**src/hw/cell_protect_pkg.sv**
```systemverilog
// constants, register map and types for the cell protection block
package cell_protect_pkg;

    // register byte offsets
    localparam logic [7:0] SLEEP_WIRE_OFS = 8'h00;
    localparam logic [7:0] HOST_TMO_OFS = 8'h04;
    localparam logic [7:0] LOW_THR_OFS = 8'h08;
    localparam logic [7:0] LOW_DLY_OFS = 8'h0c;
    localparam logic [7:0] LOW_HYST_OFS = 8'h10;
    localparam logic [7:0] NORM_WIRE_OFS = 8'h14;
    localparam logic [7:0] CONTROL_OFS = 8'h18;
    localparam logic [7:0] STATUS_OFS = 8'h1c;

    // reset values
    localparam logic [7:0] SLEEP_WIRE_RST = 8'h10;
    localparam logic [7:0] HOST_TMO_RST = 8'h00;
    localparam logic [15:0] LOW_THR_RST = 16'h09c4;
    localparam logic [7:0] LOW_DLY_RST = 8'h0a;
    localparam logic [1:0] LOW_HYST_RST = 2'h2;
    localparam logic [7:0] NORM_WIRE_RST = 8'h00;
    localparam logic CTRL_WD_EN_RST = 1'b1;

    // field positions
    localparam int SETTLE_LSB = 4;
    localparam int SLEEP_EN_BIT = 3;
    localparam int RATE_LSB = 0;
    localparam int CTRL_WD_EN_BIT = 0;
    localparam int CTRL_CLR_BIT = 1;
    localparam int ST_LOW_BIT = 0;
    localparam int ST_ALERT_BIT = 1;
    localparam int ST_FAULT_BIT = 2;
    localparam int ST_WIRE_BIT = 3;
    localparam int ST_SETTLE_BIT = 4;

    // value limits and decodes
    localparam logic [15:0] LOW_THR_MAX = 16'h157c;
    localparam logic [7:0] TMO_FINE_LAST = 8'h0f;
    localparam logic [9:0] TMO_COARSE_BASE = 10'h014;
    localparam logic [1:0] TMO_COARSE_SHIFT = 2'h2;
    localparam logic [15:0] HYST_50_MV = 16'h0032;
    localparam logic [15:0] HYST_100_MV = 16'h0064;
    localparam logic [15:0] HYST_200_MV = 16'h00c8;
    localparam logic [2:0] RATE_IN_BURST_FIRST = 3'h4;

    // timing
    localparam int CLK_PERIOD_NS = 10;
    localparam int TICK_MS = 1;
    localparam int MS_CYCLES = (TICK_MS * 1000000) / CLK_PERIOD_NS;
    localparam int MS_PER_SECOND = 1000;

    typedef struct packed {
        logic [2:0] settle_code;
        logic sleep_en;
        logic [2:0] sleep_rate;
        logic [7:0] norm_time;
        logic [7:0] host_tmo;
        logic wd_en;
        logic [15:0] low_thr;
        logic [7:0] low_dly;
        logic [1:0] low_hyst;
    } cfg_type;

endpackage

```
**src/hw/cell_min_finder.sv**
```systemverilog
// registered minimum of all cell voltages, taken on each completed scan
`timescale 1ns/10ps
module cell_min_finder
    import cell_protect_pkg::*;
#(
    parameter int NCELLS = 5
) (
    input wire logic sys_clk,
    input wire logic rstn,
    input wire logic sample,
    input wire logic [NCELLS*16-1:0] cell_mv,
    output logic [15:0] min_mv_q,
    output logic valid_q
);

    logic [15:0] chain [NCELLS+1];

    assign chain[0] = 16'hffff;

    // running minimum across cells
    genvar g;
    generate
        for (g = 0; g < NCELLS; g++) begin : g_min
            assign chain[g+1] = (cell_mv[g*16 +: 16] < chain[g]) ? cell_mv[g*16 +: 16] : chain[g];
        end
    endgenerate

    always_ff @(posedge sys_clk) begin
        if (!rstn) begin
            min_mv_q <= 16'hffff;
            valid_q <= 1'b0;
        end else begin
            valid_q <= sample;
            if (sample) begin
                min_mv_q <= chain[NCELLS];
            end
        end
    end

endmodule

```
**src/hw/cell_protect.sv**
```systemverilog
// open-wire check timing, host watchdog and cell undervoltage protection
// What this block does
// - settle delay after test current, 0..64 ms
// - enable bit gates sleep open-wire checks
// - rate codes 0-3: once per 8/4/2/1 bursts
// - rate codes 4-7: 2/4/8/16 times per burst
// - test current from every enabled cell input
// - fault when host silent for timeout; comms restart
// - alert at half the timeout, before fault; at the 1 s timeout both rise in the same cycle
// - timeout decode: 1..16 s, then 20..976 s
// - compare cells against millivolt threshold up to 5500
// - undervoltage delay counted in completed scans, 1..255
// - recover when lowest cell reaches threshold plus hysteresis, only with hysteresis on (no recovery when off)
// - hysteresis decode: off, 50, 100, 200 mV
// - normal mode: one slot, then N full scans off
//
// The register addresses and the APB register port were chosen for this implementation.
`timescale 1ns/10ps
module cell_protect
    import cell_protect_pkg::*;
#(
    parameter int NCELLS = 5,
    parameter int MS_CYC = MS_CYCLES,
    parameter int MS_PER_S = MS_PER_SECOND
) (
    input wire logic sys_clk,
    input wire logic rstn,
    input wire logic psel,
    input wire logic penable,
    input wire logic pwrite,
    input wire logic [7:0] paddr,
    input wire logic [31:0] pwdata,
    output logic [31:0] prdata,
    output logic pready,
    output logic pslverr,
    input wire logic sleep_mode,
    input wire logic burst_start,
    input wire logic slot_start,
    input wire logic measurement_scan,
    input wire logic full_scan_done,
    input wire logic host_comm_seen,
    input wire logic [NCELLS-1:0] cell_in_use,
    input wire logic [NCELLS*16-1:0] cell_mv,
    output logic [NCELLS-1:0] wire_test_current,
    output logic wire_test_settling,
    output logic host_wd_alert,
    output logic host_wd_fault,
    output logic cell_low_fault
);

    cfg_type cfg_q;
    logic pready_q;
    logic pslverr_q;
    logic [31:0] prdata_q;
    logic wr_en;
    logic clr_pulse_q;
    logic hit;
    logic [31:0] rd_d;
    logic [31:0] status_w;

    // apb: setup cycle prepares answer, access cycle completes with zero wait
    assign wr_en = psel & penable & pwrite & pready_q;

    always_comb begin
        hit = 1'b1;
        rd_d = 32'h0000_0000;
        case (paddr)
            SLEEP_WIRE_OFS: rd_d[7:0] = {1'b0, cfg_q.settle_code, cfg_q.sleep_en, cfg_q.sleep_rate};
            HOST_TMO_OFS: rd_d[7:0] = cfg_q.host_tmo;
            LOW_THR_OFS: rd_d[15:0] = cfg_q.low_thr;
            LOW_DLY_OFS: rd_d[7:0] = cfg_q.low_dly;
            LOW_HYST_OFS: rd_d[1:0] = cfg_q.low_hyst;
            NORM_WIRE_OFS: rd_d[7:0] = cfg_q.norm_time;
            CONTROL_OFS: rd_d[CTRL_WD_EN_BIT] = cfg_q.wd_en;
            STATUS_OFS: rd_d = status_w;
            default: hit = 1'b0;
        endcase
    end

    always_ff @(posedge sys_clk) begin
        if (!rstn) begin
            pready_q <= 1'b0;
            pslverr_q <= 1'b0;
            prdata_q <= 32'h0000_0000;
        end else begin
            pready_q <= psel & ~penable;
            pslverr_q <= psel & ~penable & ~hit;
            if (psel && !penable && !pwrite) begin
                prdata_q <= rd_d;
            end
        end
    end

    assign pready = pready_q;
    assign pslverr = pslverr_q;
    assign prdata = prdata_q;

    // configuration registers
    always_ff @(posedge sys_clk) begin
        if (!rstn) begin
            cfg_q.settle_code <= SLEEP_WIRE_RST[SETTLE_LSB +: 3];
            cfg_q.sleep_en <= SLEEP_WIRE_RST[SLEEP_EN_BIT];
            cfg_q.sleep_rate <= SLEEP_WIRE_RST[RATE_LSB +: 3];
            cfg_q.norm_time <= NORM_WIRE_RST;
            cfg_q.host_tmo <= HOST_TMO_RST;
            cfg_q.wd_en <= CTRL_WD_EN_RST;
            cfg_q.low_thr <= LOW_THR_RST;
            cfg_q.low_dly <= LOW_DLY_RST;
            cfg_q.low_hyst <= LOW_HYST_RST;
            clr_pulse_q <= 1'b0;
        end else begin
            clr_pulse_q <= 1'b0;
            if (wr_en) begin
                case (paddr)
                    SLEEP_WIRE_OFS: begin
                        cfg_q.settle_code <= pwdata[SETTLE_LSB +: 3];
                        cfg_q.sleep_en <= pwdata[SLEEP_EN_BIT];
                        cfg_q.sleep_rate <= pwdata[RATE_LSB +: 3];
                    end
                    HOST_TMO_OFS: cfg_q.host_tmo <= pwdata[7:0];
                    LOW_THR_OFS: begin
                        cfg_q.low_thr <= (pwdata[15:0] > LOW_THR_MAX) ? LOW_THR_MAX : pwdata[15:0];
                    end
                    LOW_DLY_OFS: cfg_q.low_dly <= pwdata[7:0];
                    LOW_HYST_OFS: cfg_q.low_hyst <= pwdata[1:0];
                    NORM_WIRE_OFS: cfg_q.norm_time <= pwdata[7:0];
                    CONTROL_OFS: begin
                        cfg_q.wd_en <= pwdata[CTRL_WD_EN_BIT];
                        clr_pulse_q <= pwdata[CTRL_CLR_BIT];
                    end
                    default: ;
                endcase
            end
        end
    end

    // millisecond tick, restarted when a settle period begins
    logic [31:0] ms_cnt_q;
    logic ms_tick;
    logic settle_start;

    assign ms_tick = (ms_cnt_q == 32'(MS_CYC - 1));

    always_ff @(posedge sys_clk) begin
        if (!rstn) begin
            ms_cnt_q <= 32'h0000_0000;
        end else if (settle_start || ms_tick) begin
            ms_cnt_q <= 32'h0000_0000;
        end else begin
            ms_cnt_q <= ms_cnt_q + 32'h0000_0001;
        end
    end

    // open-wire scheduling
    logic [2:0] burst_cnt_q;
    logic [4:0] in_burst_cnt_q;
    logic [7:0] norm_gap_q;
    logic norm_done_scan_q;
    logic wire_on_q;
    logic fire;
    logic [3:0] burst_period_mask;
    logic [4:0] per_burst;

    // bursts between activations minus one, and activations per burst
    always_comb begin
        burst_period_mask = 4'h7 >> cfg_q.sleep_rate[1:0];
        per_burst = 5'h02 << (cfg_q.sleep_rate[1:0]);
    end

    always_comb begin
        fire = 1'b0;
        if (slot_start && !wire_on_q) begin
            if (sleep_mode) begin
                if (cfg_q.sleep_en) begin
                    if (cfg_q.sleep_rate < RATE_IN_BURST_FIRST) begin
                        fire = (in_burst_cnt_q == 5'h00) && (burst_cnt_q == 3'(burst_period_mask));
                    end else begin
                        fire = (in_burst_cnt_q < per_burst);
                    end
                end
            end else begin
                fire = (cfg_q.norm_time != 8'h00) && (norm_gap_q == 8'h00) && !norm_done_scan_q;
            end
        end
    end

    assign settle_start = wire_on_q & slot_start;

    always_ff @(posedge sys_clk) begin
        if (!rstn) begin
            // all ones so the first burst counts as zero
            burst_cnt_q <= '1;
            in_burst_cnt_q <= 5'h00;
        end else if (burst_start) begin
            in_burst_cnt_q <= 5'h00;
            burst_cnt_q <= (in_burst_cnt_q != 5'h00) ? 3'h0 : burst_cnt_q + 3'h1;
        end else if (fire && sleep_mode) begin
            in_burst_cnt_q <= in_burst_cnt_q + 5'h01;
        end
    end

    // normal mode gap in full scans
    always_ff @(posedge sys_clk) begin
        if (!rstn) begin
            norm_gap_q <= 8'h00;
            norm_done_scan_q <= 1'b0;
        end else begin
            if (measurement_scan) begin
                norm_done_scan_q <= 1'b0;
            end else if (fire && !sleep_mode) begin
                norm_done_scan_q <= 1'b1;
            end
            if (fire && !sleep_mode) begin
                norm_gap_q <= cfg_q.norm_time;
            end else if (full_scan_done && norm_gap_q != 8'h00 && !norm_done_scan_q) begin
                norm_gap_q <= norm_gap_q - 8'h01;
            end
        end
    end

    // current lasts one slot
    always_ff @(posedge sys_clk) begin
        if (!rstn) begin
            wire_on_q <= 1'b0;
        end else if (fire) begin
            wire_on_q <= 1'b1;
        end else if (slot_start) begin
            wire_on_q <= 1'b0;
        end
    end

    genvar c;
    generate
        for (c = 0; c < NCELLS; c++) begin : g_cur
            always_ff @(posedge sys_clk) begin
                if (!rstn) begin
                    wire_test_current[c] <= 1'b0;
                end else begin
                    wire_test_current[c] <= (fire | (wire_on_q & ~slot_start)) & cell_in_use[c];
                end
            end
        end
    endgenerate

    // settle delay after current switches off
    logic [6:0] settle_ms_q;
    logic [6:0] settle_len;

    assign settle_len = (cfg_q.settle_code == 3'h0) ? 7'h00 : (7'h01 << (cfg_q.settle_code - 3'h1));

    always_ff @(posedge sys_clk) begin
        if (!rstn) begin
            settle_ms_q <= 7'h00;
            wire_test_settling <= 1'b0;
        end else if (settle_start) begin
            settle_ms_q <= settle_len;
            wire_test_settling <= (settle_len != 7'h00);
        end else if (ms_tick && settle_ms_q != 7'h00) begin
            settle_ms_q <= settle_ms_q - 7'h01;
            wire_test_settling <= (settle_ms_q != 7'h01);
        end
    end

    // host watchdog
    logic [9:0] ms_in_s_q;
    logic [9:0] wd_secs_q;
    logic [9:0] tmo_secs;
    logic sec_tick;

    always_comb begin
        if (cfg_q.host_tmo <= TMO_FINE_LAST) begin
            tmo_secs = {2'b00, cfg_q.host_tmo} + 10'h001;
        end else begin
            tmo_secs = TMO_COARSE_BASE + (10'({2'b00, cfg_q.host_tmo} - 10'h010) << TMO_COARSE_SHIFT);
        end
    end

    assign sec_tick = ms_tick && (ms_in_s_q == 10'(MS_PER_S - 1));

    always_ff @(posedge sys_clk) begin
        if (!rstn) begin
            ms_in_s_q <= 10'h000;
        end else if (host_comm_seen) begin
            ms_in_s_q <= 10'h000;
        end else if (ms_tick) begin
            ms_in_s_q <= sec_tick ? 10'h000 : ms_in_s_q + 10'h001;
        end
    end

    always_ff @(posedge sys_clk) begin
        if (!rstn) begin
            wd_secs_q <= 10'h000;
            host_wd_alert <= 1'b0;
            host_wd_fault <= 1'b0;
        end else if (host_comm_seen || !cfg_q.wd_en) begin
            wd_secs_q <= 10'h000;
            host_wd_alert <= 1'b0;
            host_wd_fault <= 1'b0;
        end else begin
            if (sec_tick && wd_secs_q != 10'h3ff) begin
                wd_secs_q <= wd_secs_q + 10'h001;
            end
            host_wd_alert <= host_wd_alert | ({1'b0, wd_secs_q, 1'b0} >= {1'b0, tmo_secs, 1'b0} >> 1);
            host_wd_fault <= host_wd_fault | (wd_secs_q >= tmo_secs);
        end
    end

    // cell undervoltage
    logic [15:0] min_mv;
    logic min_valid;
    logic [7:0] low_cnt_q;
    logic [15:0] hyst_mv;
    logic below;
    logic recover;
    logic low_set;

    cell_min_finder #(
        .NCELLS(NCELLS)
    ) u_min (
        .sys_clk(sys_clk),
        .rstn(rstn),
        .sample(measurement_scan),
        .cell_mv(cell_mv),
        .min_mv_q(min_mv),
        .valid_q(min_valid)
    );

    always_comb begin
        case (cfg_q.low_hyst)
            2'h1: hyst_mv = HYST_50_MV;
            2'h2: hyst_mv = HYST_100_MV;
            2'h3: hyst_mv = HYST_200_MV;
            default: hyst_mv = 16'h0000;
        endcase
    end

    assign below = min_mv < cfg_q.low_thr;
    assign low_set = min_valid && below && ({1'b0, low_cnt_q} + 9'h001 >= {1'b0, cfg_q.low_dly});
    assign recover = min_valid && (cfg_q.low_hyst != 2'h0)
        && ({1'b0, min_mv} >= {1'b0, cfg_q.low_thr} + {1'b0, hyst_mv});

    always_ff @(posedge sys_clk) begin
        if (!rstn) begin
            low_cnt_q <= 8'h00;
        end else if (min_valid) begin
            if (!below) begin
                low_cnt_q <= 8'h00;
            end else if (low_cnt_q != 8'hff) begin
                low_cnt_q <= low_cnt_q + 8'h01;
            end
        end
    end

    // set wins over any clear
    always_ff @(posedge sys_clk) begin
        if (!rstn) begin
            cell_low_fault <= 1'b0;
        end else if (low_set) begin
            cell_low_fault <= 1'b1;
        end else if (recover || clr_pulse_q) begin
            cell_low_fault <= 1'b0;
        end
    end

    always_comb begin
        status_w = 32'h0000_0000;
        status_w[ST_LOW_BIT] = cell_low_fault;
        status_w[ST_ALERT_BIT] = host_wd_alert;
        status_w[ST_FAULT_BIT] = host_wd_fault;
        status_w[ST_WIRE_BIT] = wire_on_q;
        status_w[ST_SETTLE_BIT] = wire_test_settling;
    end

endmodule

```
**config.mk**
```make
export PLATFORM = sky130hd
export DESIGN_NAME = cell_protect
export DESIGN_NICKNAME = d
export VERILOG_FILES = /design/src/hw/cell_protect_pkg.sv /design/src/hw/cell_min_finder.sv /design/src/hw/cell_protect.sv
export SDC_FILE = /design/constraint.sdc
export NUM_CORES = 1
export LEC_CHECK = 0
export BUFFER_PORTS_ARGS = -buffer_cell sky130_fd_sc_hd__buf_2
export CAP_MARGIN = 20
export CORE_UTILIZATION = 53
export CTS_BUF_LIST = sky130_fd_sc_hd__clkbuf_4 sky130_fd_sc_hd__clkbuf_8
export CTS_CLUSTER_SIZE = 24
export DETAILED_ROUTE_END_ITERATION = 16
export GPL_ROUTABILITY_DRIVEN = 0
export HOLD_SLACK_MARGIN = 0.08
export PLACE_DENSITY = 0.71
export SETUP_SLACK_MARGIN = 0.15
export SYNTH_ARGS = -nofsm -noshare
export SYNTH_HDL_FRONTEND = slang
export SYNTH_SLANG_ARGS = --single-unit
```
**constraint.sdc**
```tcl
create_clock -name sys_clk -period 22.2 [get_ports sys_clk]
set_input_delay 1.11 -clock sys_clk [delete_from_list [all_inputs] [get_ports sys_clk]]
set_output_delay 1.11 -clock sys_clk [all_outputs]
set_load 0.01 [all_outputs]
```
# Word level (Yosys, flattened, before mapping)
# Cells that the tools add are included.
[word_totals]
reg_bits = 180
output_inout_bits = 43
in_bits = 136
elab_cells = 188
[op_classes]
n_reduce_logical = 55
order_cmp = 14
shifts = 3
eq_ne = 17
n_bitwise = 19
addsub = 14
mux = 32
[op_table]
columns = ["op", "n"]
rows = [
  ["16-bit 2-to-1 mux", 6],
  ["16-bit < comparator", 5],
  ["8-bit 2-to-1 mux", 5],
  ["6-bit case mux with 6 select lines", 1],
  ["32-bit by 1-bit adder with 32-bit output, second input constant", 1],
  ["32-bit by 17-bit equality test with 1-bit output, second input constant", 1],
  ["8-bit by 5-bit equality test with 1-bit output, second input constant", 4],
  ["8-bit case mux with 3 select lines", 1],
  ["7-bit 2-to-1 mux", 3],
  ["10-bit by 1-bit adder with 10-bit output, second input constant", 2],
  ["10-bit 2-to-1 mux", 2],
  ["8-bit by 1-bit adder with 9-bit output, second input constant", 2],
  ["16-bit by 16-bit adder with 17-bit output", 1],
  ["16-bit by 17-bit greater-or-equal comparator with 1-bit output", 1],
  ["1-bit logical AND", 17],
  ["8-bit by 4-bit equality test with 1-bit output, second input constant", 2],
  ["16-bit by 13-bit > comparator with 1-bit output, second input constant", 1],
  ["8-bit logical NOT", 2],
  ["16-bit < comparator, second input constant", 1],
  ["2-bit AND reduction", 8],
  ["8-bit nonzero test", 2],
  ["7-bit nonzero test", 2],
  ["1-bit AND", 12],
  ["11-bit by 10-bit greater-or-equal comparator with 1-bit output", 1],
  ["other kinds (40)", 71],
]

# Longest topological paths before layout
# Gate-level depths: netlist (run 1).
[logic_depth]
word_depth = 10
depth_mapped = 46
mapped_depth_nobuf = 41

# By module
# A second synthesis (run 1) with hierarchy kept.
[unflattened]
hier_cells = 1594
hier_area_um2 = 12951.2
[by_module_without_submodules]
columns = ["module", "cells_each", "n_inst", "area_each_um2"]
rows = [
  ["cell_protect", 1201, 1, 9939.5],
  ["cell_min_finder", 393, 1, 3011.6],
]

# Worst setup path after synthesis (run 1)
# Ideal clock, no wire load.
[synth_path]
kind = "input-to-reg"
startpoint = "input port cell_mv[10]"
endpoint = "register u_min.min_mv_q[10]"
path_stages = 45
path_slack_ns = 12.438
path_buffers = 6
t_arrival_ns = 9.682
cell_sequence = "inv_1 > ha_1 > and3_1 > o311a_1 > or3_4 > nor2_1 > clkbuf_1 > a21oi_1 > ha_1 > inv_1 > nand2_1 > or4_1 > nor3_2 > a221oi_2 > o31ai_4 > nand2_1 > clkbuf_1 > clkbuf_1 > [9 not listed] > nand2b_1 > o31ai_2 > buf_4 > mux2_1 > ha_1 > a21o_1 > a21o_1 > a21oi_1 > nor2b_1 > o21ai_0 > a21o_1 > nand3b_1 > nand2b_1 > a311o_2 > and3_4 > buf_6 > buf_6 > a211oi_2"
[synth_between]
elab_chain_len = 10
[synth_lines]
columns = ["element", "line_no", "text"]
rows = [
  ["start, declared", "cell_protect.sv:43", "input wire logic [NCELLS*16-1:0] cell_mv,"],
  ["16-bit < comparator", "cell_min_finder.sv:24", "assign chain[g+1] = (cell_mv[g*16 +: 16] < chain[g]) ? cell_mv[g*16 +: 16] : chain[g];"],
  ["16-bit 2-to-1 mux *", "cell_min_finder.sv:24", ""],
  ["16-bit < comparator", "cell_min_finder.sv:24", ""],
  ["16-bit 2-to-1 mux *", "cell_min_finder.sv:24", ""],
  ["16-bit < comparator", "cell_min_finder.sv:24", ""],
  ["16-bit 2-to-1 mux *", "cell_min_finder.sv:24", ""],
  ["16-bit < comparator", "cell_min_finder.sv:24", ""],
  ["16-bit 2-to-1 mux *", "cell_min_finder.sv:24", ""],
  ["16-bit < comparator", "cell_min_finder.sv:24", ""],
  ["16-bit 2-to-1 mux *", "cell_min_finder.sv:24", ""],
  ["end signal, assigned", "cell_min_finder.sv:35", "min_mv_q <= chain[NCELLS];"],
  ["end, declared", "cell_min_finder.sv:12", "output logic [15:0] min_mv_q,"],
]
# Mark *: on every way between the ends. The rest lies on a longest branch, timed or not.
# A chain may end at the register's enable or synchronous reset.

# Final worst setup path (run 1)
[layout_path]
startpoint = "input port cell_mv[26]"
endpoint = "register u_min.min_mv_q[10]"
[layout_between]
elab_chain_len = 8
[layout_lines]
columns = ["element", "line_no"]
rows = [
  ["16-bit < comparator", "cell_min_finder.sv:24"],
  ["16-bit 2-to-1 mux *", "cell_min_finder.sv:24"],
  ["16-bit < comparator", "cell_min_finder.sv:24"],
  ["16-bit 2-to-1 mux *", "cell_min_finder.sv:24"],
  ["16-bit < comparator", "cell_min_finder.sv:24"],
  ["16-bit 2-to-1 mux *", "cell_min_finder.sv:24"],
  ["16-bit < comparator", "cell_min_finder.sv:24"],
  ["16-bit 2-to-1 mux *", "cell_min_finder.sv:24"],
]
# Marks and branches as above.

==> results_tabular.tex, run 1 <==
\begin{tabular}{lr}
\hline
Metric & Value \\
\hline
\multicolumn{2}{l}{\textbf{Outcome}} \\
Run status & finished clean \\
\multicolumn{2}{l}{\textbf{Timing}} \\
Number of setup violations in the final report & 0 \\
Shortest period the worst path allows & 10.44 ns \\
Final hold vios & 0 \\
Worst-margin pin slew & 1.11 ns \\
Number of pins with negative max-slew slack in the final report & 0 \\
Sum of negative setup slack & 0 ns \\
Clock skew & 0.0182 ns \\
Unrepaired setup endpoints after global routing & false \\
Max Clk Rate & 95.8 MHz \\
Normalized max-slew margin & 25.4\% \\
Fin crit share & 47.0\% \\
\multicolumn{2}{l}{\textbf{Yosys}} \\
Netlist area before placement & 12,400 sq um \\
Count of cell types in the netlist & 76 \\
Sequential element share of the synthesized area & 29.0\% \\
Main flop type after synthesis & sky130\_fd\_sc\_hd\_\_dfxtp\_1 \\
Flip-flop and latch count after synthesis & 180 \\
Proportion of register bits with asynchronous set or reset after synthesis & 0\% \\
Per-instance average area after synthesis & 7.94 sq um \\
Post-synthesis cell count & 1,564 \\
Count of flip-flops with a built-in enable after synthesis & 0 \\
Count of synthesis-stage warnings from yosys & 0 \\
\multicolumn{2}{l}{\textbf{CTS}} \\
Count of instances resized after the clock tree is built & 0 \\
Clock sinks & 180 \\
Clk Latency, worst-skew pair & 0.49 ns \\
Number of hold buffers added after CTS & 0 \\
H-tree levels & 4 \\
Worst-case clock buffer depth & 2 \\
Root Buffer & sky130\_fd\_sc\_hd\_\_clkbuf\_8 \\
CTS Buf Count & 17 \\
CTS clock-pin slew for the worst setup and hold paths & 0.10 ns \\
Clock tree from TritonCTS & done \\
Number of buffers added for setup after CTS & 0 \\
\multicolumn{2}{l}{\textbf{Global routing}} \\
Global-route wire length before repair & 50.6 mm \\
Initial antenna violation count & 0 \\
Overflow left after global routing & 0 \\
Global routing usage summed across all routing layers & 25.8\% \\
Number of global-route vias before repair & 10,600 \\
Largest net degree at the start of global routing & 81 \\
\multicolumn{2}{l}{\textbf{Floorplanning}} \\
Die Ht & 155 um \\
Die Outline Area & 24,100 sq um \\
Die Width & 155 um \\
Core area & 22,800 sq um \\
IO Count & 179 \\
Placement row count & 55 \\
Initial core utilization & 54.4\% \\
\multicolumn{2}{l}{\textbf{Worst setup path}} \\
Most common cell on crit path & sky130\_fd\_sc\_hd\_\_ha\_1 \\
Number of buffers and inverters on the critical path & 4 \\
Slowest cell on crit path & sky130\_fd\_sc\_hd\_\_nor3\_1 \\
Crit path capture type & flip-flop \\
Top fanout value on the critical path & 29 \\
Data arrival time of the critical path & 10.85 ns \\
Critical path class & input pin to flip-flop \\
Delay of the slowest critical-path stage & 0.59 ns \\
CP delay by family, top & compound AO/OA/AOI/OAI gates \\
Crit start category & input pin \\
Start point of the critical path & cell\_mv[26] \\
Critical register-to-register path startpoint & cfg\_q[1]\$\_SDFFE\_PN1P\_ \\
Required @ worst endpoint & 22.61 ns \\
\multicolumn{2}{l}{\textbf{Cells and area}} \\
Area added between synthesis and finish & 9.86\% \\
Commonest non-fill, non-tap cells in the layout & sky130\_fd\_sc\_hd\_\_dfxtp\_1, sky130\_fd\_sc\_hd\_\_nand2\_1, sky130\_fd\_sc\_hd\_\_nor2\_1 \\
Proportion of layout cells with a drive suffix above 1 & 13.5\% \\
Final instance count without filler cells & 1,993 \\
Nets@finish & 1,948 \\
Diodes inserted & 0 \\
Footprint of the multi-input gates & 8180 sq um \\
Most common library cell in the layout ignoring fill and taps & sky130\_fd\_sc\_hd\_\_dfxtp\_1 \\
Area occupied by registers & 3600 sq um \\
Fill cells & 2,155 \\
\multicolumn{2}{l}{\textbf{Routing}} \\
DRC viols & 0 \\
Number of DRC violations after detailed-routing iteration 0 & 600 \\
Wire length after detailed routing & 30.5 mm \\
Total number of vias & 11,400 \\
Ratio of routed vias to standard cells & 5.70 \\
Residual antenna-violating net count after detailed routing & 0 \\
First-pass DRT Iterations & 7 \\
DR WL/cell & 15.3 um \\
\multicolumn{2}{l}{\textbf{Place}} \\
Final HPWL from detailed placement & 23.8 mm \\
Number of placed instances with taps included & 1,960 \\
Number of buffers inserted by port buffering & 146 \\
\multicolumn{2}{l}{\textbf{Power}} \\
Power density relative to cell area & 53.9 nW/um\^{}2 \\
Leak pwr & 5.70 nW \\
Peak supply drop & 34.6 uV \\
\multicolumn{2}{l}{\textbf{Job}} \\
Max-cap check violation count & 0 \\
\multicolumn{2}{l}{\textbf{Min path}} \\
Start point of the worst hold path & prdata[15]\$\_SDFFE\_PN0P\_ \\
Path class of the lowest-slack min-delay path & flip-flop to flip-flop \\
\hline
\end{tabular}
## synthesized netlist by cell type (12+ instances only)
| cell type | number | area share (%) |
|---|---|---|
| sky130_fd_sc_hd__a211oi_1 | 37 | 2.2 |
| sky130_fd_sc_hd__nor2b_1 | 18 | 0.91 |
| sky130_fd_sc_hd__o211ai_1 | 12 | 0.73 |
| sky130_fd_sc_hd__nor4_1 | 16 | 0.81 |
| sky130_fd_sc_hd__mux2_2 | 12 | 1.1 |
| sky130_fd_sc_hd__nand2b_1 | 23 | 1.2 |
| sky130_fd_sc_hd__inv_1 | 81 | 2.4 |
| sky130_fd_sc_hd__clkbuf_1 | 65 | 2.0 |
| sky130_fd_sc_hd__o21ai_0 | 61 | 2.5 |
| sky130_fd_sc_hd__nor2_1 | 152 | 4.6 |
| sky130_fd_sc_hd__buf_4 | 17 | 1.0 |
| sky130_fd_sc_hd__ha_1 | 144 | 15 |
| sky130_fd_sc_hd__nor3_1 | 33 | 1.3 |
| sky130_fd_sc_hd__xnor2_1 | 38 | 2.7 |
| sky130_fd_sc_hd__a21o_1 | 21 | 1.3 |
| sky130_fd_sc_hd__nand4_1 | 23 | 1.2 |
| sky130_fd_sc_hd__a21oi_1 | 135 | 5.4 |
| sky130_fd_sc_hd__and3_1 | 22 | 1.1 |
| sky130_fd_sc_hd__nand3_1 | 98 | 3.9 |
| sky130_fd_sc_hd__dfxtp_1 | 180 | 29 |
| sky130_fd_sc_hd__o21a_1 | 16 | 0.97 |
| sky130_fd_sc_hd__xor2_1 | 48 | 3.4 |
| sky130_fd_sc_hd__nand2_1 | 153 | 4.6 |
| sky130_fd_sc_hd__or3_1 | 12 | 0.60 |
## where the power goes
part / total [mW] / switching, mW / internal [mW]
combinational: 0.174 / 0.101 / 0.0736
sequential: 0.339 / 0.00845 / 0.331
clock: 0.222 / 0.128 / 0.0930
total: 0.735 / 0.238 / 0.498
## routing by layer
metal  vias up  track usage (%)  part of all wire (%)
li1       5756                -                     -
met1      5207             31.9                    44
met2       331             44.7                    48
met3        65             4.51                   5.6
met4         0             9.67                   2.8
met5         -                0                     0
## through the flow
step	hold slack, ns	cell area, sq um	total power, mW	worst slack [ns]	utilization (%)
CTS	0.456	13600	0.740	11.72	59.7
global route	0.474	13600	0.778	10.89	59.7
global placement	0.437	13300	0.516	11.40	58.0
finish	0.450	13600	0.735	11.76	59.7
floorplan	0.441	12500	0.472	12.44	-
detailed placement	0.446	13300	0.521	11.22	58.0
## cell type report
class | count | area share, %
sequential | 180 | 26.4
clock buffer | 18 | 1.77
multi-input combinational | 1232 | 59.9
timing repair buffer | 154 | 5.79
inverter | 82 | 2.26
tap | 313 | 2.87
clock inverter | 14 | 1.01
## flip-flops by register name (all words and copies together), names as in the netlist
register,flops
norm_gap_q,8
low_cnt_q,8
host_wd_fault,1
cell_low_fault,1
u_min.valid_q,1
u_min.min_mv_q,16
wire_test_settling,1
prdata,16
burst_cnt_q,3
host_wd_alert,1
cfg_q,50
wd_secs_q,10
pready,1
wire_test_current,5
norm_done_scan_q,1
pslverr,1
clr_pulse_q,1
wire_on_q,1
settle_ms_q,7
ms_cnt_q,32
in_burst_cnt_q,5
ms_in_s_q,10
## kinds of logic after synthesis
family / Yosys count / synth area share (%)
and+or+nand+nor: 601 / 23.5
AOI/OAI and AO/OA: 358 / 18.9
xor gates and xnor gates: 86 / 6.06
other: 1 / 0.0302
muxes: 23 / 2.00
DFF: 180 / 29.0
adders and majority gates: 148 / 14.9
buffers and inverters: 167 / 5.68
## final timing paths
check | slack [ns] | to | cells past startpoint
worst min-delay path | 0.45 | prdata[15]$_SDFFE_PN0P_ | 2
worst min register to register | 0.45 | prdata[15]$_SDFFE_PN0P_ | 2
worst max register to register | 17.70 | cell_low_fault$_SDFFE_PN0P_ | 23
worst max-delay path | 11.76 | u_min.min_mv_q[10]$_SDFFE_PN1P_ | 40
## worst min-delay path, stage by stage, from the launching register on
cell	delay, ns
sky130_fd_sc_hd__dfxtp_1	0.31
sky130_fd_sc_hd__nand2_1	0.05
sky130_fd_sc_hd__a21oi_1	0.05
No activity file was read; power rests on OpenSTA's default activity.
==> run 2: changes to the inputs <==
==> constraint.sdc (replaced) <==
create_clock -name sys_clk -period 10.8 [get_ports sys_clk]
set_input_delay 0.54 -clock sys_clk [delete_from_list [all_inputs] [get_ports sys_clk]]
set_output_delay 0.54 -clock sys_clk [all_outputs]
set_load 0.01 [all_outputs]
==> run 2 against run 1 <==
Flip-flop and latch count is the same. Non-clock buffer count shrank 1. Combinational power grew 110%. Cell area grew 0.36%. Clock skew grew 0.0055 ns. Register-to-register slack lost 11 ns. Critical path depth shrank 2. Worst setup slack lost 11 ns. Routed wire length grew 1.2%. Sequential power grew 110%. Critical path type unchanged. Highest routed layer unchanged.
==> results_tabular.tex, run 2 (synthesized netlist as in run 1, its figures left out) <==
\begin{tabular}{lr}
\hline
Metric & Value \\
\hline
\multicolumn{2}{l}{\textbf{CTS}} \\
Clk Latency, worst-skew pair & 0.49 ns \\
Clock sinks & 180 \\
Number of buffers added for setup after CTS & 0 \\
Number of hold buffers added after CTS & 0 \\
CTS clock-pin slew for the worst setup and hold paths & 0.10 ns \\
Clock tree from TritonCTS & done \\
CTS Buf Count & 17 \\
Count of instances resized after the clock tree is built & 0 \\
H-tree levels & 4 \\
Worst-case clock buffer depth & 2 \\
Root Buffer & sky130\_fd\_sc\_hd\_\_clkbuf\_8 \\
\multicolumn{2}{l}{\textbf{Worst setup path}} \\
Delay of the slowest critical-path stage & 0.63 ns \\
Reg-to-reg setup timing slack & 6.33 ns \\
Slowest cell on crit path & sky130\_fd\_sc\_hd\_\_o31ai\_2 \\
Critical path class & input pin to flip-flop \\
Crit start category & input pin \\
Critical register-to-register path startpoint & cfg\_q[1]\$\_SDFFE\_PN1P\_ \\
Required @ worst endpoint & 11.18 ns \\
Data arrival time of the critical path & 10.38 ns \\
Top fanout value on the critical path & 29 \\
Most common cell on crit path & sky130\_fd\_sc\_hd\_\_a21o\_1 \\
Cell count of the worst reg-to-reg path & 23 \\
Number of buffers and inverters on the critical path & 2 \\
Crit path capture type & flip-flop \\
Reg-to-Reg End & cell\_low\_fault\$\_SDFFE\_PN0P\_ \\
CP delay by family, top & compound AO/OA/AOI/OAI gates \\
\multicolumn{2}{l}{\textbf{Cells and area}} \\
Final instance count without filler cells & 1,992 \\
Commonest non-fill, non-tap cells in the layout & sky130\_fd\_sc\_hd\_\_dfxtp\_1, sky130\_fd\_sc\_hd\_\_nand2\_1, sky130\_fd\_sc\_hd\_\_nor2\_1 \\
Largest registers ranked by flip-flop count & cfg\_q x50, ms\_cnt\_q x32 \\
Register bank with the most flops & cfg\_q \\
Diodes inserted & 0 \\
Largest register FFs & 50 \\
Area added between synthesis and finish & 10.3\% \\
Nets@finish & 1,947 \\
Most common library cell in the layout ignoring fill and taps & sky130\_fd\_sc\_hd\_\_dfxtp\_1 \\
Proportion of layout cells with a drive suffix above 1 & 13.5\% \\
Fill cells & 2,136 \\
Area occupied by registers & 3600 sq um \\
Footprint of the multi-input gates & 8180 sq um \\
\multicolumn{2}{l}{\textbf{Routing}} \\
Highest layer used for signal routing & met4 \\
Wire length after detailed routing & 30.8 mm \\
Total number of vias & 11,400 \\
First-pass DRT Iterations & 7 \\
DRC viols & 0 \\
Number of DRC violations after detailed-routing iteration 0 & 616 \\
Met3 wire length & 1.63 mm \\
Metal2 WL & 14.7 mm \\
Routed metal-1 wire length & 13.5 mm \\
DR WL/cell & 15.5 um \\
Ratio of routed vias to standard cells & 5.73 \\
Residual antenna-violating net count after detailed routing & 0 \\
\multicolumn{2}{l}{\textbf{Power}} \\
Leak pwr & 5.71 nW \\
Peak supply drop & 85.6 uV \\
Power density relative to cell area & 114 nW/um\^{}2 \\
Sum of internal, switching and leakage power & 1.56 mW \\
\multicolumn{2}{l}{\textbf{Global routing}} \\
Largest net degree at the start of global routing & 81 \\
Global-route wire length before repair & 51.5 mm \\
Overflow left after global routing & 0 \\
Number of global-route vias before repair & 10,900 \\
Initial antenna violation count & 0 \\
Global routing usage summed across all routing layers & 26.2\% \\
\multicolumn{2}{l}{\textbf{Timing}} \\
Shortest period the worst path allows & 10.0 ns \\
Number of pins with negative max-slew slack in the final report & 0 \\
Final hold vios & 0 \\
Final worst setup slack & 0.803 ns \\
Unrepaired setup endpoints after global routing & false \\
Normalized max-slew margin & 29.5\% \\
Clock skew & 0.0238 ns \\
Number of setup violations in the final report & 0 \\
Worst-margin pin slew & 1.06 ns \\
Sum of negative setup slack & 0 ns \\
Max Clk Rate & 100 MHz \\
Fin crit share & 92.6\% \\
\multicolumn{2}{l}{\textbf{Place}} \\
Number of placed instances with taps included & 1,960 \\
Final HPWL from detailed placement & 24.0 mm \\
Number of buffers inserted by port buffering & 146 \\
Pre-CTS setup slack & 0.416 ns \\
\multicolumn{2}{l}{\textbf{Min path}} \\
Worst-case hold path end point & ms\_in\_s\_q[4]\$\_SDFFE\_PP0P\_ \\
Start point of the worst hold path & host\_comm\_seen \\
Cell depth of the worst min-delay path & 2 \\
Path class of the lowest-slack min-delay path & input pin to flip-flop \\
\multicolumn{2}{l}{\textbf{Job}} \\
Max-cap check violation count & 0 \\
\multicolumn{2}{l}{\textbf{Floorplanning}} \\
Initial core utilization & 54.4\% \\
Die Width & 155 um \\
IO Count & 179 \\
Die Ht & 155 um \\
Placement row count & 55 \\
Core area & 22,800 sq um \\
Die Outline Area & 24,100 sq um \\
\multicolumn{2}{l}{\textbf{Outcome}} \\
Run status & finished clean \\
\hline
\end{tabular}
==> run 2: cell count changes in the layout (fill, tap and decap cells not counted), sizes merged <==
cell,delta
clkbuf,-1
clkinv,+1
buf,-1
==> run 2: area by class of cell <==
class,instances,share of cell area [%]
Clock buffer,17,1.71
Clock inverter,15,1.47
Inverter,82,2.25
Multi-Input combinational cell,1232,59.7
Sequential cell,180,26.3
Tap cell,313,2.86
Timing Repair Buffer,153,5.72
==> run 2: through the flow <==
step | utilization, % | cell area (sq um) | hold WS, ns
after floorplan | - | 12500 | 0.441
after global placement | 58.0 | 13300 | 0.438
after detailed placement | 58.0 | 13300 | 0.442
after CTS | 60.0 | 13700 | 0.220
after global routing | 60.0 | 13700 | 0.223
final | 60.0 | 13700 | 0.242
==> run 2: worst max-delay path by stage <==
stage	slack, ns	end	cells after the start	start
final	0.80	u_min.min_mv_q[6]$_SDFFE_PN1P_	38	cell_mv[26]
after global routing	0.17	u_min.min_mv_q[4]$_SDFFE_PN1P_	38	cell_mv[26]
after CTS	0.89	u_min.min_mv_q[6]$_SDFFE_PN1P_	38	cell_mv[26]
after detailed placement	0.42	u_min.min_mv_q[6]$_SDFFE_PN1P_	38	cell_mv[26]
after global placement	0.65	u_min.min_mv_q[4]$_SDFFE_PN1P_	38	cell_mv[26]
after floorplan	1.61	u_min.min_mv_q[10]$_SDFFE_PN1P_	45	cell_mv[10]
==> run 2: layer usage <==
| layer | GRT usage, % | up-vias |
|---|---|---|
| li1 | - | 5765 |
| met1 | 31.4 | 5239 |
| met2 | 46.1 | 322 |
| met3 | 4.35 | 80 |
| met4 | 10.8 | 0 |
| met5 | 0 | - |
==> run 2: power by group <==
group          internal [mW]  switching, mW
clock network          0.203          0.297
logic                  0.152          0.210
registers              0.681         0.0174
==> run 3: changes to the inputs <==
--- a/config.mk
+++ b/config.mk
@@ -13,7 +13,7 @@
 export DETAILED_ROUTE_END_ITERATION = 16
 export GPL_ROUTABILITY_DRIVEN = 0
 export HOLD_SLACK_MARGIN = 0.08
-export PLACE_DENSITY = 0.71
+export PLACE_DENSITY = 0.83
 export SETUP_SLACK_MARGIN = 0.15
 export SYNTH_ARGS = -nofsm -noshare
 export SYNTH_HDL_FRONTEND = slang
==> run 3 against run 2 <==
Cell area about the same. Largest power group unchanged. Flip-flop and latch count unchanged. Global-route usage shrank 0.30 points. Largest cell class unchanged. Combinational power is 1% lower. Hold slack hardly changed. Highest routed layer is now met5.
==> results_tabular.tex, run 3 (synthesized netlist as in run 1, its figures left out) <==
\begin{tabular}{lr}
\hline
Metric & Value \\
\hline
\multicolumn{2}{l}{\textbf{Outcome}} \\
Run status & finished clean \\
\multicolumn{2}{l}{\textbf{Timing}} \\
Clock skew & 0.0129 ns \\
Final hold vios & 0 \\
Number of pins with negative max-slew slack in the final report & 0 \\
Max Clk Rate & 105 MHz \\
Final worst setup slack & 1.25 ns \\
Normalized max-slew margin & 27.4\% \\
Fin crit share & 88.4\% \\
Shortest period the worst path allows & 9.55 ns \\
Worst-margin pin slew & 1.08 ns \\
Sum of negative setup slack & 0 ns \\
Number of setup violations in the final report & 0 \\
Unrepaired setup endpoints after global routing & false \\
\multicolumn{2}{l}{\textbf{Global routing}} \\
Number of global-route vias before repair & 11,000 \\
Overflow left after global routing & 0 \\
Global routing usage summed across all routing layers & 25.9\% \\
Largest net degree at the start of global routing & 81 \\
Initial antenna violation count & 7 \\
Global-route wire length before repair & 51.1 mm \\
\multicolumn{2}{l}{\textbf{Power}} \\
Peak supply drop & 80.2 uV \\
Sw Ratio & 33.2\% \\
Leak pwr & 5.71 nW \\
Share of total power in the clock network & 30.5\% \\
Sequential fraction of design power & 45.9\% \\
Internal power & 1.02 mW \\
Switching component of the power & 504 uW \\
Power density relative to cell area & 111 nW/um\^{}2 \\
Logic gate share of total power & 23.6\% \\
\multicolumn{2}{l}{\textbf{CTS}} \\
Clock sinks & 180 \\
Number of buffers added for setup after CTS & 0 \\
Clock tree from TritonCTS & done \\
CTS clock-pin slew for the worst setup and hold paths & 0.10 ns \\
Worst-case clock buffer depth & 2 \\
Count of instances resized after the clock tree is built & 0 \\
Clk Latency, worst-skew pair & 0.48 ns \\
CTS Buf Count & 17 \\
Number of hold buffers added after CTS & 0 \\
H-tree levels & 4 \\
Root Buffer & sky130\_fd\_sc\_hd\_\_clkbuf\_8 \\
\multicolumn{2}{l}{\textbf{Floorplanning}} \\
Core area & 22,800 sq um \\
Die Width & 155 um \\
Die Outline Area & 24,100 sq um \\
Initial core utilization & 54.4\% \\
Placement row count & 55 \\
IO Count & 179 \\
Die Ht & 155 um \\
\multicolumn{2}{l}{\textbf{Routing}} \\
Total number of vias & 11,600 \\
First-pass DRT Iterations & 8 \\
Ratio of routed vias to standard cells & 5.80 \\
Wire length after detailed routing & 31.0 mm \\
Residual antenna-violating net count after detailed routing & 0 \\
DR WL/cell & 15.5 um \\
DRC viols & 0 \\
Number of DRC violations after detailed-routing iteration 0 & 847 \\
\multicolumn{2}{l}{\textbf{Cells and area}} \\
Final cell area excluding filler cells & 13,700 sq um \\
Largest registers ranked by flip-flop count & cfg\_q x50, ms\_cnt\_q x32 \\
Fill cells & 2,028 \\
Final core utilization & 59.9\% \\
Nets@finish & 1,950 \\
Most common library cell in the layout ignoring fill and taps & sky130\_fd\_sc\_hd\_\_dfxtp\_1 \\
Proportion of layout cells with a drive suffix above 1 & 13.6\% \\
Area added between synthesis and finish & 10.2\% \\
Final instance count without filler cells & 2,001 \\
Commonest non-fill, non-tap cells in the layout & sky130\_fd\_sc\_hd\_\_dfxtp\_1, sky130\_fd\_sc\_hd\_\_nand2\_1, sky130\_fd\_sc\_hd\_\_nor2\_1 \\
Register bank with the most flops & cfg\_q \\
Largest register FFs & 50 \\
\multicolumn{2}{l}{\textbf{Place}} \\
Number of placed instances with taps included & 1,962 \\
Final HPWL from detailed placement & 23.6 mm \\
Number of buffers inserted by port buffering & 146 \\
Total cell area at the placement stage & 13,300 sq um \\
Pre-CTS setup slack & 0.755 ns \\
\multicolumn{2}{l}{\textbf{Worst setup path}} \\
Most common cell on crit path & sky130\_fd\_sc\_hd\_\_a21o\_1 \\
Delay of the slowest critical-path stage & 0.54 ns \\
Required @ worst endpoint & 11.19 ns \\
Crit path capture type & flip-flop \\
Number of buffers and inverters on the critical path & 3 \\
CP delay by family, top & compound AO/OA/AOI/OAI gates \\
Critical path class & input pin to flip-flop \\
Slowest cell on crit path & sky130\_fd\_sc\_hd\_\_o31ai\_2 \\
Top fanout value on the critical path & 26 \\
Data arrival time of the critical path & 9.94 ns \\
Crit start category & input pin \\
\multicolumn{2}{l}{\textbf{Min path}} \\
Path class of the lowest-slack min-delay path & input pin to flip-flop \\
\multicolumn{2}{l}{\textbf{Job}} \\
Max-cap check violation count & 0 \\
\hline
\end{tabular}
-- run 3: cell count changes in the layout (fill, tap and decap cells not counted), moves of 2 or more --
cell	change
sky130_fd_sc_hd__inv_6	+3
sky130_fd_sc_hd__buf_4	+2
sky130_fd_sc_hd__diode_2	+6
sky130_fd_sc_hd__inv_12	-2
-- run 3: layout make-up --
type                            instances  area, sq um  area share, %
Clock inverter                         14          151           1.11
Timing Repair Buffer                  156          803           5.87
Antenna cell                            6         15.0          0.110
Multi-Input combinational cell       1232         8180           59.7
Tap cell                              313          392           2.86
Sequential cell                       180         3600           26.3
Clock buffer                           18          248           1.81
Inverter                               82          308           2.25
-- run 3: through the flow --
stage,total power [mW],hold WS (ns)
6_report,1.52,0.243
2_1_floorplan,0.971,0.441
3_5_place_dp,1.07,0.452
4_1_cts,1.52,0.222
5_1_grt,1.60,0.228
3_3_place_gp,1.05,0.444
-- run 3: layer usage --
layer | GRT usage [%] | share of wire, % | vias to the layer above
li1 | - | - | 5773
met3 | 5.96 | 7.3 | 65
met2 | 44.6 | 48 | 403
met4 | 10.3 | 2.8 | 2
met1 | 30.9 | 42 | 5366
met5 | 0 | 0.042 | -
-- run 3: final timing paths --
kind / start / depth (start not counted) / end / slack (ns)
worst max-delay path: cell_mv[26] / 39 / u_min.min_mv_q[2]$_SDFFE_PN1P_ / 1.25
worst min-delay path: host_comm_seen / 2 / ms_in_s_q[4]$_SDFFE_PP0P_ / 0.24
worst max register to register: cfg_q[1]$_SDFFE_PN1P_ / 23 / cell_low_fault$_SDFFE_PN0P_ / 6.16
worst min register to register: prdata[12]$_SDFFE_PN0P_ / 2 / prdata[12]$_SDFFE_PN0P_ / 0.46
-- run 3: worst register-to-register path, delay by kind of cell (launching register included) --
kind / cells / cell delay [ns]
compound gates: 7 / 1.38
simple gates: 10 / 1.28
fa+ha+maj: 4 / 1.14
flops: 1 / 0.48
buf+inv: 1 / 0.11
xor+xnor: 1 / 0.08
-- run 3: power by group through the flow --
stage	clock network, mW	logic [mW]	registers [mW]
after floorplan	0	0.264	0.708
after global placement	0	0.342	0.711
after detailed placement	0	0.354	0.712
after CTS	0.470	0.358	0.697
after global routing	0.498	0.404	0.700
final	0.464	0.358	0.697
